File: src/rtl/serr_pkg.sv
// Shared constants and types for the error message and display routing block
`default_nettype none
package serr_pkg;

  // ----------------------------------------
  // Register map (index, byte address = 4 x index)
  // ----------------------------------------
  localparam logic [7:0] IDX_ERR_EN = 8'hcb;
  localparam logic [7:0] IDX_BRIDGE_CTRL = 8'h3e;
  localparam logic [7:0] IDX_HUB_CFG = 8'hc0;
  localparam logic [7:0] IDX_MSG_STAT = 8'hc1;
  localparam logic [9:0] ADDR_ERR_EN = {IDX_ERR_EN, 2'b00};
  localparam logic [9:0] ADDR_BRIDGE_CTRL = {IDX_BRIDGE_CTRL, 2'b00};
  localparam logic [9:0] ADDR_HUB_CFG = {IDX_HUB_CFG, 2'b00};
  localparam logic [9:0] ADDR_MSG_STAT = {IDX_MSG_STAT, 2'b00};

  // ----------------------------------------
  // Reset values and field positions
  // ----------------------------------------
  localparam logic [7:0] ERR_EN_RST = 8'h00;
  localparam logic [7:0] BRIDGE_CTRL_RST = 8'h00;
  localparam logic [7:0] HUB_CFG_RST = 8'h00;
  localparam logic [7:0] ERR_EN_MASK = 8'h3f;
  localparam logic [7:0] HUB_CFG_MASK = 8'h07;
  localparam int COND_N = 6;
  localparam int BIT_BAD_XLAT = 0;
  localparam int BIT_INVALID_AGP = 1;
  localparam int BIT_OUTSIDE_APERTURE = 2;
  localparam int BIT_LOCKED_NON_DRAM = 3;
  localparam int BIT_TARGET_ABORT = 4;
  localparam int BIT_REFRESH_OVERRUN = 5;
  localparam int BIT_VGA_EN = 3;
  localparam int BIT_SERR_GLOBAL = 0;
  localparam int BIT_AGP_MODE = 1;
  localparam int BIT_MONO_PRESENT = 2;
  localparam int STAT_BUSY = 8;
  localparam int STAT_CNT_LSB = 16;

  // ----------------------------------------
  // Legacy display decode ranges
  // ----------------------------------------
  localparam logic [31:0] MONO_MEM_LO = 32'h000b_0000;
  localparam logic [31:0] MONO_MEM_HI = 32'h000b_7fff;
  localparam logic [31:0] VGA_MEM_LO = 32'h000a_0000;
  localparam logic [31:0] VGA_MEM_HI = 32'h000b_ffff;
  localparam logic [9:0] VGA_IO_LO_A = 10'h3b0;
  localparam logic [9:0] VGA_IO_HI_A = 10'h3bb;
  localparam logic [9:0] VGA_IO_LO_B = 10'h3c0;
  localparam logic [9:0] VGA_IO_HI_B = 10'h3df;
  localparam logic [9:0] MONO_IO_P0 = 10'h3b4;
  localparam logic [9:0] MONO_IO_P1 = 10'h3b5;
  localparam logic [9:0] MONO_IO_P2 = 10'h3b8;
  localparam logic [9:0] MONO_IO_P3 = 10'h3b9;
  localparam logic [9:0] MONO_IO_P4 = 10'h3ba;
  localparam logic [9:0] MONO_IO_P5 = 10'h3bf;

  // ----------------------------------------
  // Types
  // ----------------------------------------
  typedef struct packed {
    logic [2:0] cause;
  } serr_msg_t;

  typedef struct packed {
    logic valid;
    logic is_io;
    logic [31:0] addr;
  } route_req_t;

  typedef struct packed {
    logic valid;
    logic to_agp;
    logic vga_hit;
    logic mono_hit;
  } route_res_t;

  typedef enum logic {MSG_IDLE, MSG_SEND} msg_state_t;

endpackage : serr_pkg
`default_nettype wire

File: src/rtl/mda_route_decode.sv
// Decodes legacy display references and picks their destination
`default_nettype none
module mda_route_decode (
  input wire serr_pkg::route_req_t req,
  input wire logic vga_en,
  input wire logic mono_display_present,
  output serr_pkg::route_res_t res
);

  logic [9:0] io_a;
  logic mem_vga;
  logic mem_mono;
  logic io_vga;
  logic io_mono;
  logic vga_hit;
  logic mono_hit;

  // ----------------------------------------
  // Address match, upper I/O bits ignored
  // ----------------------------------------
  assign io_a = req.addr[9:0];
  assign mem_vga = (req.addr >= serr_pkg::VGA_MEM_LO) && (req.addr <= serr_pkg::VGA_MEM_HI);
  assign mem_mono = (req.addr >= serr_pkg::MONO_MEM_LO) && (req.addr <= serr_pkg::MONO_MEM_HI);
  assign io_vga = ((io_a >= serr_pkg::VGA_IO_LO_A) && (io_a <= serr_pkg::VGA_IO_HI_A))
                || ((io_a >= serr_pkg::VGA_IO_LO_B) && (io_a <= serr_pkg::VGA_IO_HI_B));
  assign io_mono = (io_a == serr_pkg::MONO_IO_P0) || (io_a == serr_pkg::MONO_IO_P1)
                 || (io_a == serr_pkg::MONO_IO_P2) || (io_a == serr_pkg::MONO_IO_P3)
                 || (io_a == serr_pkg::MONO_IO_P4) || (io_a == serr_pkg::MONO_IO_P5); // [RULE_05]
  assign vga_hit = req.is_io ? io_vga : mem_vga;
  assign mono_hit = req.is_io ? io_mono : mem_mono; // [RULE_05]

  // ----------------------------------------
  // Destination: hub unless VGA owned by graphics port
  // ----------------------------------------
  // Cleared enable sends all to hub; present bit alone is ignored [RULE_01] [RULE_02]
  // Present bit pulls mono references back to hub [RULE_03] [RULE_04]
  assign res.valid = req.valid;
  assign res.vga_hit = vga_hit;
  assign res.mono_hit = mono_hit;
  assign res.to_agp = vga_en && vga_hit && !(mono_display_present && mono_hit);

endmodule : mda_route_decode
`default_nettype wire

File: src/rtl/serr_error_report.sv
// Error message enables, message sender and legacy display routing
// Notes on behaviour
// RULE_01: Both bits clear: all display references to hub.
// RULE_02: Software never sets present without VGA enable.
// RULE_03: VGA only: all VGA references to graphics port.
// RULE_04: Both set: VGA to port, mono to hub.
// RULE_05: Mono ranges: B0000-B7FFF, listed ports, aliased.
// RULE_06: VGA enable is bridge control bit 3.
// RULE_07: Enabled condition sends one error message to hub.
// RULE_08: Global error enable gates every message.
// RULE_09: Enables act only in graphics port mode.
// RULE_10: One occurrence yields exactly one message.
// RULE_11: Software disables other alerts for enabled conditions.
// RULE_12: Bit 5: refresh overrun sends message.
// RULE_13: Bit 4: target abort on own cycle.
// RULE_14: Bit 3: locked access to non-DRAM memory.
// RULE_15: Bit 2: graphics access outside aperture.
// RULE_16: Bit 1: outside aperture and low/high invalid.
// RULE_17: Bit 0: invalid translation table entry.
// RULE_18: Cleared bit suppresses; bits 7:6 reserved.
// RULE_19: Each condition counts once per occurrence.
`default_nettype none
module serr_error_report (
  input wire logic hclk,
  input wire logic hresetn,
  input wire logic hsel,
  input wire logic [31:0] haddr,
  input wire logic [1:0] htrans,
  input wire logic hwrite,
  input wire logic [2:0] hsize,
  input wire logic [31:0] hwdata,
  input wire logic hready,
  output logic hreadyout,
  output logic hresp,
  output logic [31:0] hrdata,
  input wire logic [serr_pkg::COND_N-1:0] err_event,
  output logic msg_valid,
  output serr_pkg::serr_msg_t msg,
  input wire logic msg_ready,
  input wire serr_pkg::route_req_t route_req,
  output serr_pkg::route_res_t route_res
);

  // ----------------------------------------
  // Bus slave
  // ----------------------------------------
  logic [7:0] err_en_q;
  logic [7:0] bridge_ctrl_q;
  logic [7:0] hub_cfg_q;
  localparam int COND_W = serr_pkg::COND_N;
  logic [COND_W-1:0] pend_q;
  logic [COND_W-1:0] pend_d;
  logic [7:0] sent_cnt_q;
  logic wr_q;
  logic rd_q;
  logic [9:0] dp_addr_q;
  logic ap_take;
  logic [31:0] rd_mux;
  logic [31:0] stat_word;

  assign ap_take = hsel && htrans[1] && hready;
  assign hreadyout = 1'b1;
  assign hresp = 1'b0;

  always_ff @(posedge hclk or negedge hresetn)
  begin
    if (!hresetn)
    begin
      wr_q <= 1'b0;
      rd_q <= 1'b0;
      dp_addr_q <= 10'h000;
    end
    else if (hready)
    begin
      wr_q <= ap_take && hwrite;
      rd_q <= ap_take && !hwrite;
      dp_addr_q <= haddr[9:0];
    end
  end

  logic hit_err_en;
  logic hit_bridge;
  logic hit_cfg;
  logic hit_stat;
  logic upper_zero;
  logic [31:0] hi_addr;

  // Only the low ten address bits select; anything above must be zero
  assign hi_addr = haddr;
  logic [21:0] dp_hi_q;
  always_ff @(posedge hclk or negedge hresetn)
  begin
    if (!hresetn)
      dp_hi_q <= 22'h000000;
    else if (hready)
      dp_hi_q <= hi_addr[31:10];
  end
  assign upper_zero = (dp_hi_q == 22'h000000);
  assign hit_err_en = upper_zero && (dp_addr_q == serr_pkg::ADDR_ERR_EN);
  assign hit_bridge = upper_zero && (dp_addr_q == serr_pkg::ADDR_BRIDGE_CTRL);
  assign hit_cfg = upper_zero && (dp_addr_q == serr_pkg::ADDR_HUB_CFG);
  assign hit_stat = upper_zero && (dp_addr_q == serr_pkg::ADDR_MSG_STAT);

  // ----------------------------------------
  // Registers
  // ----------------------------------------
  always_ff @(posedge hclk or negedge hresetn)
  begin
    if (!hresetn)
      err_en_q <= serr_pkg::ERR_EN_RST;
    else if (wr_q && hit_err_en)
      err_en_q <= hwdata[7:0] & serr_pkg::ERR_EN_MASK; // [RULE_18]
  end

  always_ff @(posedge hclk or negedge hresetn)
  begin
    if (!hresetn)
      bridge_ctrl_q <= serr_pkg::BRIDGE_CTRL_RST;
    else if (wr_q && hit_bridge)
      bridge_ctrl_q <= hwdata[7:0];
  end

  always_ff @(posedge hclk or negedge hresetn)
  begin
    if (!hresetn)
      hub_cfg_q <= serr_pkg::HUB_CFG_RST;
    else if (wr_q && hit_cfg)
      hub_cfg_q <= hwdata[7:0] & serr_pkg::HUB_CFG_MASK;
  end

  logic vga_en;
  logic mono_present;
  logic serr_global;
  logic agp_mode;

  assign vga_en = bridge_ctrl_q[serr_pkg::BIT_VGA_EN]; // [RULE_06]
  assign mono_present = hub_cfg_q[serr_pkg::BIT_MONO_PRESENT];
  assign serr_global = hub_cfg_q[serr_pkg::BIT_SERR_GLOBAL];
  assign agp_mode = hub_cfg_q[serr_pkg::BIT_AGP_MODE];

  // ----------------------------------------
  // Read data
  // ----------------------------------------
  serr_pkg::msg_state_t state_q;
  serr_pkg::msg_state_t state_d;

  assign stat_word = {8'h00, sent_cnt_q, 7'h00, (state_q == serr_pkg::MSG_SEND),
                      2'b00, pend_q};
  assign rd_mux = hit_err_en ? {24'h000000, err_en_q}
                : hit_bridge ? {24'h000000, bridge_ctrl_q}
                : hit_cfg ? {24'h000000, hub_cfg_q}
                : hit_stat ? stat_word
                : 32'h0000_0000;
  assign hrdata = rd_q ? rd_mux : 32'h0000_0000;

  // ----------------------------------------
  // Condition occurrences and gating
  // ----------------------------------------
  logic [COND_W-1:0] occur;
  logic [COND_W-1:0] gate;
  logic [COND_W-1:0] fire;
  logic [COND_W-1:0] clr;

  serr_event_edge u_edge (
    .hclk(hclk),
    .hresetn(hresetn),
    .level_in(err_event),
    .pulse_out(occur)
  ); // [RULE_19]

  // Per-condition enables [RULE_12] [RULE_13] [RULE_14] [RULE_15] [RULE_16] [RULE_17]
  // Global enable and mode gate everything [RULE_08] [RULE_09]
  assign gate = err_en_q[COND_W-1:0] & {COND_W{serr_global && agp_mode}}; // [RULE_18]
  assign fire = occur & gate; // [RULE_07]

  // Pending flags: new occurrence wins over the clear of its own send
  assign pend_d = ((pend_q & ~clr) | fire) & gate; // [RULE_10]

  always_ff @(posedge hclk or negedge hresetn)
  begin
    if (!hresetn)
      pend_q <= '0;
    else
      pend_q <= pend_d;
  end

  // ----------------------------------------
  // Message sender, lowest pending bit first
  // ----------------------------------------
  logic [2:0] pick;
  logic any_pend;
  logic accept;

  always_comb
  begin
    pick = 3'd0;
    for (int i = COND_W - 1; i >= 0; i--)
    begin
      if (pend_q[i])
        pick = 3'(i);
    end
  end

  assign any_pend = |pend_q;
  assign accept = (state_q == serr_pkg::MSG_SEND) && msg_ready;
  assign msg_valid = (state_q == serr_pkg::MSG_SEND);
  assign clr = accept ? (COND_W'(1) << msg.cause) : '0; // [RULE_10]

  always_comb
  begin
    state_d = state_q;
    case (state_q)
      serr_pkg::MSG_IDLE:
      begin
        if (any_pend)
          state_d = serr_pkg::MSG_SEND;
      end
      serr_pkg::MSG_SEND:
      begin
        if (msg_ready)
          state_d = serr_pkg::MSG_IDLE;
      end
      default:
        state_d = serr_pkg::MSG_IDLE;
    endcase
  end

  always_ff @(posedge hclk or negedge hresetn)
  begin
    if (!hresetn)
      state_q <= serr_pkg::MSG_IDLE;
    else
      state_q <= state_d;
  end

  always_ff @(posedge hclk or negedge hresetn)
  begin
    if (!hresetn)
      msg <= '0;
    else if ((state_q == serr_pkg::MSG_IDLE) && any_pend)
      msg.cause <= pick; // [RULE_07]
  end

  always_ff @(posedge hclk or negedge hresetn)
  begin
    if (!hresetn)
      sent_cnt_q <= 8'h00;
    else if (accept)
      sent_cnt_q <= sent_cnt_q + 8'h01;
  end

  // ----------------------------------------
  // Legacy display routing
  // ----------------------------------------
  serr_pkg::route_res_t dec_res;

  mda_route_decode u_route (
    .req(route_req),
    .vga_en(vga_en),
    .mono_display_present(mono_present),
    .res(dec_res)
  ); // [RULE_01] [RULE_03] [RULE_04]

  always_ff @(posedge hclk or negedge hresetn)
  begin
    if (!hresetn)
      route_res <= '0;
    else
      route_res <= dec_res;
  end

  // ----------------------------------------
  // Assertions
  // ----------------------------------------
  logic mono_mem_req;
  assign mono_mem_req = route_req.valid && !route_req.is_io
                     && (route_req.addr >= serr_pkg::MONO_MEM_LO)
                     && (route_req.addr <= serr_pkg::MONO_MEM_HI);

  AST_ROUTE_ALL_HUB: assert property ( // [RULE_01]
    @(posedge hclk) disable iff (!hresetn)
    route_res.valid && !$past(vga_en) |-> !route_res.to_agp)
    else $error("display reference left hub with VGA enable clear");

  AST_ROUTE_VGA_AGP: assert property ( // [RULE_03]
    @(posedge hclk) disable iff (!hresetn)
    route_res.valid && route_res.vga_hit && $past(vga_en && !mono_present)
    |-> route_res.to_agp)
    else $error("VGA reference not sent to graphics port");

  AST_ROUTE_MONO_HUB: assert property ( // [RULE_04]
    @(posedge hclk) disable iff (!hresetn)
    route_res.valid && route_res.mono_hit && $past(vga_en && mono_present)
    |-> !route_res.to_agp)
    else $error("mono reference not sent to hub");

  AST_MONO_MEM_HIT: assert property ( // [RULE_05]
    @(posedge hclk) disable iff (!hresetn)
    mono_mem_req |=> route_res.valid && route_res.mono_hit)
    else $error("mono memory range missed");

  AST_MSG_HOLD: assert property ( // [RULE_07]
    @(posedge hclk) disable iff (!hresetn)
    msg_valid && !msg_ready |=> msg_valid && $stable(msg))
    else $error("message dropped before accept");

  AST_GLOBAL_GATE: assert property ( // [RULE_08]
    @(posedge hclk) disable iff (!hresetn)
    (pend_q != '0) |-> $past(serr_global))
    else $error("pending message without global enable");

  AST_MODE_GATE: assert property ( // [RULE_09]
    @(posedge hclk) disable iff (!hresetn)
    (pend_q != '0) |-> $past(agp_mode))
    else $error("pending message outside graphics port mode");

  AST_ONE_PER_EVENT: assert property ( // [RULE_10]
    @(posedge hclk) disable iff (!hresetn)
    accept |=> (pend_q[$past(msg.cause)] == $past(fire[msg.cause])))
    else $error("one occurrence sent twice");

  AST_FIRE_LATENCY: assert property ( // [RULE_07]
    @(posedge hclk) disable iff (!hresetn)
    (fire != '0) && (pend_q == '0) && !msg_valid |-> ##2 msg_valid)
    else $error("enabled event not sent within two cycles");

  AST_SUPPRESS: assert property ( // [RULE_18]
    @(posedge hclk) disable iff (!hresetn)
    (pend_q & ~$past(err_en_q[COND_W-1:0])) == '0)
    else $error("disabled condition is pending");

  AST_NO_REPEAT: assert property ( // [RULE_19]
    @(posedge hclk) disable iff (!hresetn)
    (fire & $past(fire)) == '0)
    else $error("held condition fired twice in a row");

  AST_RSVD_ZERO: assert property ( // [RULE_18]
    @(posedge hclk) disable iff (!hresetn)
    err_en_q[7:6] == 2'b00)
    else $error("reserved enable bits set");

  COV_MSG_SENT: cover property (
    @(posedge hclk) disable iff (!hresetn)
    accept);

  COV_VGA_TO_AGP: cover property (
    @(posedge hclk) disable iff (!hresetn)
    route_res.valid && route_res.to_agp);

  COV_MONO_TO_HUB: cover property (
    @(posedge hclk) disable iff (!hresetn)
    route_res.valid && route_res.mono_hit && !route_res.to_agp && $past(vga_en));

  COV_SET_AND_CLEAR: cover property (
    @(posedge hclk) disable iff (!hresetn)
    accept && fire[msg.cause]);

endmodule : serr_error_report
`default_nettype wire

File: src/rtl/serr_event_edge.sv
// Turns condition levels into one-cycle occurrence pulses
`default_nettype none
module serr_event_edge (
  input wire logic hclk,
  input wire logic hresetn,
  input wire logic [serr_pkg::COND_N-1:0] level_in,
  output logic [serr_pkg::COND_N-1:0] pulse_out
);

  logic [serr_pkg::COND_N-1:0] prev_q;

  // ----------------------------------------
  // Rising edge per condition
  // ----------------------------------------
  for (genvar i = 0; i < serr_pkg::COND_N; i++)
  begin : g_cond
    always_ff @(posedge hclk or negedge hresetn)
    begin
      if (!hresetn)
        prev_q[i] <= 1'b0;
      else
        prev_q[i] <= level_in[i];
    end
    assign pulse_out[i] = level_in[i] & ~prev_q[i];
  end

endmodule : serr_event_edge
`default_nettype wire

File: config.mk
export PLATFORM = sky130hd
export DESIGN_NAME = serr_error_report
export DESIGN_NICKNAME = d
export VERILOG_FILES = /design/src/rtl/serr_pkg.sv /design/src/rtl/mda_route_decode.sv /design/src/rtl/serr_error_report.sv /design/src/rtl/serr_event_edge.sv
export SDC_FILE = /design/constraint.sdc
export NUM_CORES = 1
export LEC_CHECK = 0
export BUFFER_PORTS_ARGS = -buffer_cell sky130_fd_sc_hd__buf_2
export CAP_MARGIN = 20
export CORE_MARGIN = 5
export CORE_UTILIZATION = 25
export CTS_BUF_LIST = sky130_fd_sc_hd__clkbuf_16
export CTS_CLUSTER_SIZE = 30
export DETAILED_ROUTE_END_ITERATION = 12
export SYNTH_ARGS = -nofsm -noshare
export SYNTH_HDL_FRONTEND = slang
export SYNTH_SLANG_ARGS = --single-unit
File: constraint.sdc
create_clock -name hclk -period 5.2 [get_ports hclk]
set_input_delay 0.26 -clock hclk [delete_from_list [all_inputs] [get_ports hclk]]
set_output_delay 0.26 -clock hclk [all_outputs]
set_load 0.02 [all_outputs]
### Yosys cells after proc, flatten, opt, wreduce, memory -nomap -nowiden

Index checks and enable logic that the tools add are counted.

| cells by class | value |
|---|---|
| bitwise gates (word level) | 19 |
| muxes and demuxes | 17 |
| $add $sub $neg | 1 |
| equal/unequal tests | 10 |
| magnitude comparators | 8 |
| reductions and logical operators | 31 |
| shift-type cells | 1 |

Operators by type and width:

| kind | number |
|---|---|
| $mux W24 | 5 |
| $eq A10 B10 Y1 const B | 9 |
| $ge A32 B20 Y1 const B | 2 |
| $le A32 B20 Y1 const B | 2 |
| $and A6 B6 Y6 | 4 |
| $logic_not A22 Y1 | 1 |
| $logic_and A1 B1 Y1 | 21 |
| $ge A10 B10 Y1 const B | 2 |
| $le A10 B10 Y1 const B | 2 |
| $mux W3 | 6 |
| $eq A10 B8 Y1 const B | 1 |
| $add A8 B1 Y8 const B | 1 |
| $not A1 Y1 | 7 |
| $and A1 B1 Y1 | 6 |
| $logic_or A1 B1 Y1 | 6 |
| $mux W6 | 1 |
| $not A6 Y6 | 1 |
| $or A6 B6 Y6 | 1 |
| $reduce_or A6 Y1 | 1 |
| $shl A1 B3 Y6 const A | 1 |
| $mux W1 | 4 |
| $logic_not A1 Y1 | 2 |
| $pmux W1 S2 | 1 |

| word-level totals | value |
|---|---|
| register bits | 79 |
| output and inout port bits | 42 |
| bits of input ports | 115 |

### Longest topological paths before layout

Gate-level depths: netlist of the first run.

| depth | value |
|---|---|
| depth in word-level cells | 10 |
| mapped depth | 6 |
| depth with buffers taken out | 4 |

### Modules after synthesis

Synthesis of the first run repeated with hierarchy kept, for this count alone.

| unflattened totals | value |
|---|---|
| cell total of the unflattened synthesis | 316 |
| area, all modules | 3831.2 sq um |

By module, submodules not included:

| module | area each (sq um) | seq. area each (sq um) | cells an instance | instances |
|---|---|---|---|---|
| serr_error_report | 3398.3 | 1826.8 | 276 | 1 |
| serr_event_edge | 232.7 | 150.1 | 12 | 1 |
| mda_route_decode | 200.2 | 0.0 | 28 | 1 |

### Worst setup path after synthesis of the first run

No wires, ideal clock.

| path | value |
|---|---|
| kind | register to output |
| start | register dp_hi_q[9] |
| end | output hrdata[3] |
| arrival time | 2378 ps |
| buffers on the path | 1 |
| slack | 2562 ps |
| cell stages (with the launch flop) | 6 |
| cells stage by stage | dfrtp_1 nor4_1 nand4_1 or2_0 clkbuf_1 a2111oi_0 |

| between the ends | value |
|---|---|
| longest elaborated chain between the ends | 7 |
| elaborated cells between the ends (all ways) | 10 |
| those cells by class | 5 x mux; 5 x reduce/logical |

Ends and longest elaborated chain:

| element | RTL line | text |
|---|---|---|
| start: declaration | serr_error_report.sv:90 | `logic [21:0] dp_hi_q;` |
| start signal: assignment | serr_error_report.sv:96 | `dp_hi_q <= hi_addr[31:10];` |
| $logic_not A22 Y1 (*) | serr_error_report.sv:98 | `assign upper_zero = (dp_hi_q == 22'h000000);` |
| $logic_and A1 B1 Y1 | serr_error_report.sv:102 | `assign hit_stat = upper_zero && (dp_addr_q == serr_pkg::ADDR_MSG_STAT);` |
| $mux W24 | serr_error_report.sv:152 | `: hit_stat ? stat_word` |
| $mux W24 | serr_error_report.sv:151 | `: hit_cfg ? {24'h000000, hub_cfg_q}` |
| $mux W24 | serr_error_report.sv:150 | `: hit_bridge ? {24'h000000, bridge_ctrl_q}` |
| $mux W24 (*) | serr_error_report.sv:149 | `assign rd_mux = hit_err_en ? {24'h000000, err_en_q}` |
| $mux W24 (*) | serr_error_report.sv:154 | `assign hrdata = rd_q ? rd_mux : 32'h0000_0000;` |
| end: declaration | serr_error_report.sv:35 | `output logic [31:0] hrdata,` |

Every way passes the cells marked *; elsewhere a longest branch is shown, timed or not.

### Worst setup path after layout of the first run

| path | value |
|---|---|
| start | register dp_hi_q[10] |
| end | output hrdata[3] |

Same word-level chain as after synthesis.

==> flow_metrics.tcl, run 1 <==
set metrics [dict create \
    setup_tns_ns 0 \
    leakagePower_nw 2.31 \
    clock_latency_ns 0.33 \
    instances_no_fill 626 \
    worst_hold_path.num_cells 1 \
    power.internal_mw 1.17 \
    final-setup-viol-count 0 \
    end_kind "primary output" \
    relSlewSlack_pct 35.0 \
    drive_above_1_share_pct 39.7 \
    grt_pass1_wl_um 15100 \
    clk_pin_slew_ns 0.06 \
    fin_area_um2 4790 \
    die_w_um 133 \
    finalNetCount 549 \
    r2r-start "dp_addr_q[1]$_DFFE_PN0P_" \
    synth_edf_count 0 \
    r2r_setup_slack_ns 2.70 \
    io_buffer_count 106 \
    dp_cells 608 \
    tritoncts "done" \
    clock.fmax_mhz 309 \
    r2r-end "err_en_q[2]$_DFFE_PN0P_" \
    viasPerCell 4.61 \
    hold_class "in2reg" \
    grt_util_all_layers_pct 10.9 \
    p_seq_share_pct 45.0 \
    placementRows 45 \
    syn2layout_area_growth_pct 26.8 \
    hold_viol_final 0 \
    post-route-min-period_ns 3.24 \
    synth_area_per_cell_um2 11.6 \
    gp_congestion 0.806 \
    post_cts_resized 0 \
    min_to "route_res[3]$_DFF_PN0_" \
    synthCells 327 \
    first_pass_iters 4 \
    hpwlAfterDp_um 7340 \
    cts-root-buf "clkbuf_16" \
    worstMarginPinSlew_ns 0.968 \
    ys_ff_latch 79 \
    ys_seq_area_share_pct 52.3 \
    rsz0062_at_grt "false" \
    ys_types 48 \
    core-area_um2 15000 \
    drtAntennaViolNets 0 \
    startpoint_type "flop" \
    start_util_pct 25.1 \
    final_cell_mix "buf_2, dfrtp_1, mux2_2" \
    ff2ff_path_depth 4 \
    combPwrFrac_pct 8.3 \
    clock-sinks 79 \
    grt_overflow 0 \
    io_pins 157 \
    post-route-period-util_pct 62.2 \
    wl_per_cell_um 15.0 \
    die-area_um2 17700 \
    placed_area_um2 4430 \
    drc 0 \
    ys.flop_type "dfrtp_1" \
    h-tree-depth 3 \
    vdd_ir_drop_max_mv 0.172 \
    grt_max_degree 80 \
    status "finished clean" \
    first_iter_violations 125 \
    yosysWarnings 0 \
    final_common_cell "buf_2" \
    clockPowerShare_pct 46.7 \
    syn_area_um2 3780 \
    antenna_found_initial 0 \
    p_sw_share_pct 21.5 \
    vias 2886 \
    timing.hold.ws_ns 0.0372 \
    powerDensity_nw_per_um2 310 \
    hold_start "route_req[33]" \
    grt_pass1_vias 2995 \
    post-route-util_pct 31.9 \
    die_h_um 133 \
    crit_required_ns 4.94 \
    async_flop_share_pct 100 \
    wl_um 9400 \
    setup.worst_path.class "reg2out" \
    critPathArrivalTime_ns 2.98 \
    num_antenna_cells 0 \
    numCtsBuffers 9 \
    final.setup_skew_ns 0.00650 \
    drv_slew 0 \
    drv_cap 0 \
    critPathMaxFanout 6 \
    max-clock-path-buffers 2 \
    switchingPower_mw 0.321 \
]
[critical path, stage by stage, from the launching register on]
cell and delay (ns):
dfrtp_1 0.38, nor4_1 0.59, nand4_1 0.27, or2_0 0.38, a2111oi_0 0.73, buf_2 0.30
[worst max path at each step]
| stage | to | startpoint | slack, ns |
|---|---|---|---|
| floorplan | hrdata[3] | dp_hi_q[9]$_DFFE_PN0P_ | 2.56 |
| CTS | hrdata[3] | dp_hi_q[10]$_DFFE_PN0P_ | 1.86 |
| detailed placement | hrdata[3] | dp_hi_q[10]$_DFFE_PN0P_ | 2.24 |
| global route | hrdata[3] | dp_hi_q[10]$_DFFE_PN0P_ | 1.64 |
| global placement | hrdata[5] | dp_hi_q[10]$_DFFE_PN0P_ | 2.36 |
| finish | hrdata[3] | dp_hi_q[10]$_DFFE_PN0P_ | 1.96 |
[area by class of cell]
| class | count | area, um^2 |
|---|---|---|
| well taps | 188 | 235 |
| inverters | 6 | 22.5 |
| clock buffers | 9 | 225 |
| flip-flops and latches | 79 | 1980 |
| clock inverters | 7 | 105 |
| repair buffers | 108 | 563 |
| multi-input cells | 229 | 1670 |
| fillers | 1512 | 10200 |
[metal layers]
metal | wire length, um | global-route usage, % | up-vias
met5 | 0 | 0 | -
met4 | 222 | 4.79 | 0
met3 | 610 | 3.50 | 13
met2 | 4510 | 17.4 | 84
met1 | 4060 | 13.5 | 1407
li1 | - | - | 1382
[synth_stat cells (all sizes together) (3+ instances only)]
library cell	count	area share (%)
clkbuf	8	0.79
o21ai	12	1.6
nand4	10	1.7
nand2	12	1.2
xnor2	5	1.2
inv	6	0.60
a211oi	4	0.79
buf	20	3.7
mux2	50	15
nor4	11	2.4
nand3	12	1.6
xor2	3	0.70
nand2b	8	1.3
nor3	5	0.79
a21o	4	0.79
and3	19	3.1
dfrtp	79	52
o41ai	3	0.70
a2111oi	3	0.70
and2	3	0.50
and4	4	0.93
a21oi	7	0.93
nor2	16	1.6
[stage by stage]
step | setup WS (ns) | total power, mW
after global placement | 2.36 | 0.797
after floorplan | 2.56 | 0.751
after detailed placement | 2.24 | 0.804
after global routing | 1.64 | 1.56
final | 1.96 | 1.49
after CTS | 1.86 | 1.51
[state kept, by name, summed over array words and instances, names as in the netlist]
register       count
u_edge.prev_q      6
dp_hi_q           22
bridge_ctrl_q      8
msg                3
err_en_q           6
rd_q               1
sent_cnt_q         8
msg_valid          1
pend_q             6
hub_cfg_q          3
route_res          4
wr_q               1
dp_addr_q         10
[kinds of logic (layout without fill, tap and decap cells)]
logic type / after synthesis / after routing / share of synthesized area, %
flops: 79 / 79 / 52.3
fa+ha+maj: 1 / 1 / 0.331
mux: 51 / 51 / 15.2
other cells: 2 / 17 / 0.199
compound gates: 41 / 41 / 7.22
simple gates: 111 / 111 / 17.8
buf+inv: 34 / 130 / 5.10
xor+xnor: 8 / 8 / 1.85
[power groups by stage]
stage                     clock network [mW]  registers [mW]  logic [mW]
after floorplan                            0           0.673      0.0779
after global placement                     0           0.679       0.119
after detailed placement                   0           0.680       0.124
after CTS                              0.721           0.669       0.124
after global routing                   0.749           0.674       0.139
final                                  0.695           0.669       0.124
[what timing repair did]
action | 4_1_cts | 5_1_grt
hold buffers | 0 | 1
endpoints found under the hold margin | 0 | 34
setup buffers | 0 | 0
(Power assumes the default switching activity.)
==> inputs of run 2 (changes only) <==
==> constraint.sdc (replaced) <==
create_clock -name hclk -period 3.4 [get_ports hclk]
set_input_delay 0.17 -clock hclk [delete_from_list [all_inputs] [get_ports hclk]]
set_output_delay 0.17 -clock hclk [all_outputs]
set_load 0.02 [all_outputs]
==> run 2 against run 1 <==
Compared with the run above: first-iteration DRC count grew 30%; clock-buffer cell count is the same; critical path depth is the same; total power grew 49%; die area is the same; non-clock buffer count grew 9; critical path type unchanged; largest power group is now registers.
==> flow_metrics.tcl, run 2 (same netlist as run 1, synthesis figures left out) <==
set metrics [dict create \
    status "finished clean" \
    wl_per_cell_um 14.9 \
    hold_start "haddr[25]" \
    clock-sinks 79 \
    setup.worst_path.class "reg2out" \
    grt_pass1_vias 2949 \
    first_iter_violations 162 \
    post-route-period-util_pct 93.6 \
    max-clock-path-buffers 2 \
    path_cells "nor4_1, nand4_1, or2_0, a2111oi_0, buf_2" \
    finalNetCount 558 \
    hpwlAfterDp_um 7360 \
    numCtsBuffers 9 \
    clockPowerShare_pct 44.7 \
    reg_top3 "dp_hi_q (22), dp_addr_q (10)" \
    crit_cells 5 \
    placementRows 45 \
    relSlewSlack_pct 45.3 \
    syn2layout_area_growth_pct 28.4 \
    cts_hold_buf 7 \
    vdd_ir_drop_max_mv 0.388 \
    postCtsSetupBuffers 0 \
    power.internal_mw 1.72 \
    rsz0062_at_grt "false" \
    crit_required_ns 3.23 \
    gp_congestion 0.799 \
    slowest_delay_ns 0.74 \
    largest_register_ffs 22 \
    die_w_um 133 \
    worstMarginPinSlew_ns 0.799 \
    powerDensity_nw_per_um2 456 \
    core-area_um2 15000 \
    ff2ff_path_depth 4 \
    final_cell_mix "buf_2, dfrtp_1, mux2_2" \
    vias 2868 \
    start_util_pct 25.1 \
    final.setup_skew_ns 0.00506 \
    post-route-min-period_ns 3.18 \
    drv_slew 0 \
    clock_latency_ns 0.34 \
    drtAntennaViolNets 0 \
    leakagePower_nw 2.34 \
    die_h_um 133 \
    tritoncts "done" \
    timing.hold.ws_ns 0.0628 \
    io_buffer_count 106 \
    first_pass_iters 4 \
    startpoint_type "flop" \
    instances_no_fill 635 \
    clock.fmax_mhz 314 \
    grt_util_all_layers_pct 11.0 \
    critPathMaxFanout 6 \
    setup_tns_ns 0 \
    drv_cap 0 \
    crit_family "simple AND/OR/NAND/NOR gates" \
    viasPerCell 4.52 \
    post_cts_resized 0 \
    critPathCapture "hrdata[3]" \
    drc 0 \
    post-place-ws_ns 0.598 \
    grt_max_degree 80 \
    r2r-end "bridge_ctrl_q[3]$_DFFE_PN0P_" \
    final_common_cell "buf_2" \
    num_antenna_cells 0 \
    cts-root-buf "clkbuf_16" \
    antenna_found_initial 0 \
    grt_pass1_wl_um 15100 \
    wl_um 9470 \
    combPwrFrac_pct 9.0 \
    regMostFlops "dp_hi_q" \
    grt_overflow 0 \
    end_kind "primary output" \
    switchingPower_mw 0.496 \
    r2r_setup_slack_ns 1.03 \
    io_pins 157 \
    timing.final.ws_setup_ns 0.217 \
    critPathArrivalTime_ns 3.01 \
    cp_slowest_cell "a2111oi_0" \
    final-setup-viol-count 0 \
    p_sw_share_pct 22.4 \
    clk_pin_slew_ns 0.05 \
    critPathBufInv 1 \
    hold_viol_final 0 \
    drive_above_1_share_pct 39.4 \
    die-area_um2 17700 \
    hold_class "in2reg" \
    h-tree-depth 3 \
    p_seq_share_pct 46.3 \
    crit_start "dp_hi_q[13]$_DFFE_PN0P_" \
    dp_cells 610 \
    r2r-start "dp_hi_q[13]$_DFFE_PN0P_" \
]
-- run 2: power groups by stage --
| stage | clock, mW | sequential, mW | combinational, mW |
|---|---|---|---|
| global route | 1.07 | 1.03 | 0.222 |
| CTS | 1.03 | 1.02 | 0.198 |
| detailed placement | 0 | 1.04 | 0.191 |
| finish | 0.989 | 1.03 | 0.198 |
| floorplan | 0 | 1.03 | 0.119 |
| global placement | 0 | 1.04 | 0.184 |
-- run 2: worst min path at each step --
stage | end | slack, ns | depth (start not counted)
floorplan | bridge_ctrl_q[0]$_DFFE_PN0P_ | -0.13 | 0
global placement | route_res[3]$_DFF_PN0_ | 0.28 | 1
detailed placement | route_res[3]$_DFF_PN0_ | 0.28 | 1
CTS | route_res[3]$_DFF_PN0_ | 0.04 | 1
global route | dp_hi_q[8]$_DFFE_PN0P_ | 0.04 | 2
finish | dp_hi_q[15]$_DFFE_PN0P_ | 0.06 | 2
-- run 2: per-stage QoR --
step	total power, mW	util [%]	instance area [um^2]
after CTS	2.25	32.1	4820
after global placement	1.22	29.6	4450
after global routing	2.32	32.3	4850
after detailed placement	1.23	29.6	4450
after floorplan	1.15	-	3840
final	2.21	32.3	4850
-- run 2: worst register-to-register path, stage by stage, from the launching register on --
cell     delay, ns
dfrtp_1       0.38
nor4_1        0.60
nand3_1       0.29
nor4_4        0.57
mux2_2        0.41
-- run 2: final cells by class --
cell class                      instances  area (um^2)
Clock buffer                            9          225
Clock inverter                          7         80.1
Fill cell                            1529        10200
Inverter                                6         22.5
Multi-Input combinational cell        229         1670
Sequential cell                        79         1980
Tap cell                              188          235
Timing Repair Buffer                  117          648
-- run 2: metal layers --
layer | vias to the layer above | share of wire (%) | global-route usage, %
met3 | 10 | 6.2 | 4.07
li1 | 1392 | - | -
met5 | - | 0 | 0
met1 | 1390 | 44 | 14.0
met4 | 0 | 2.0 | 4.62
met2 | 76 | 48 | 16.9
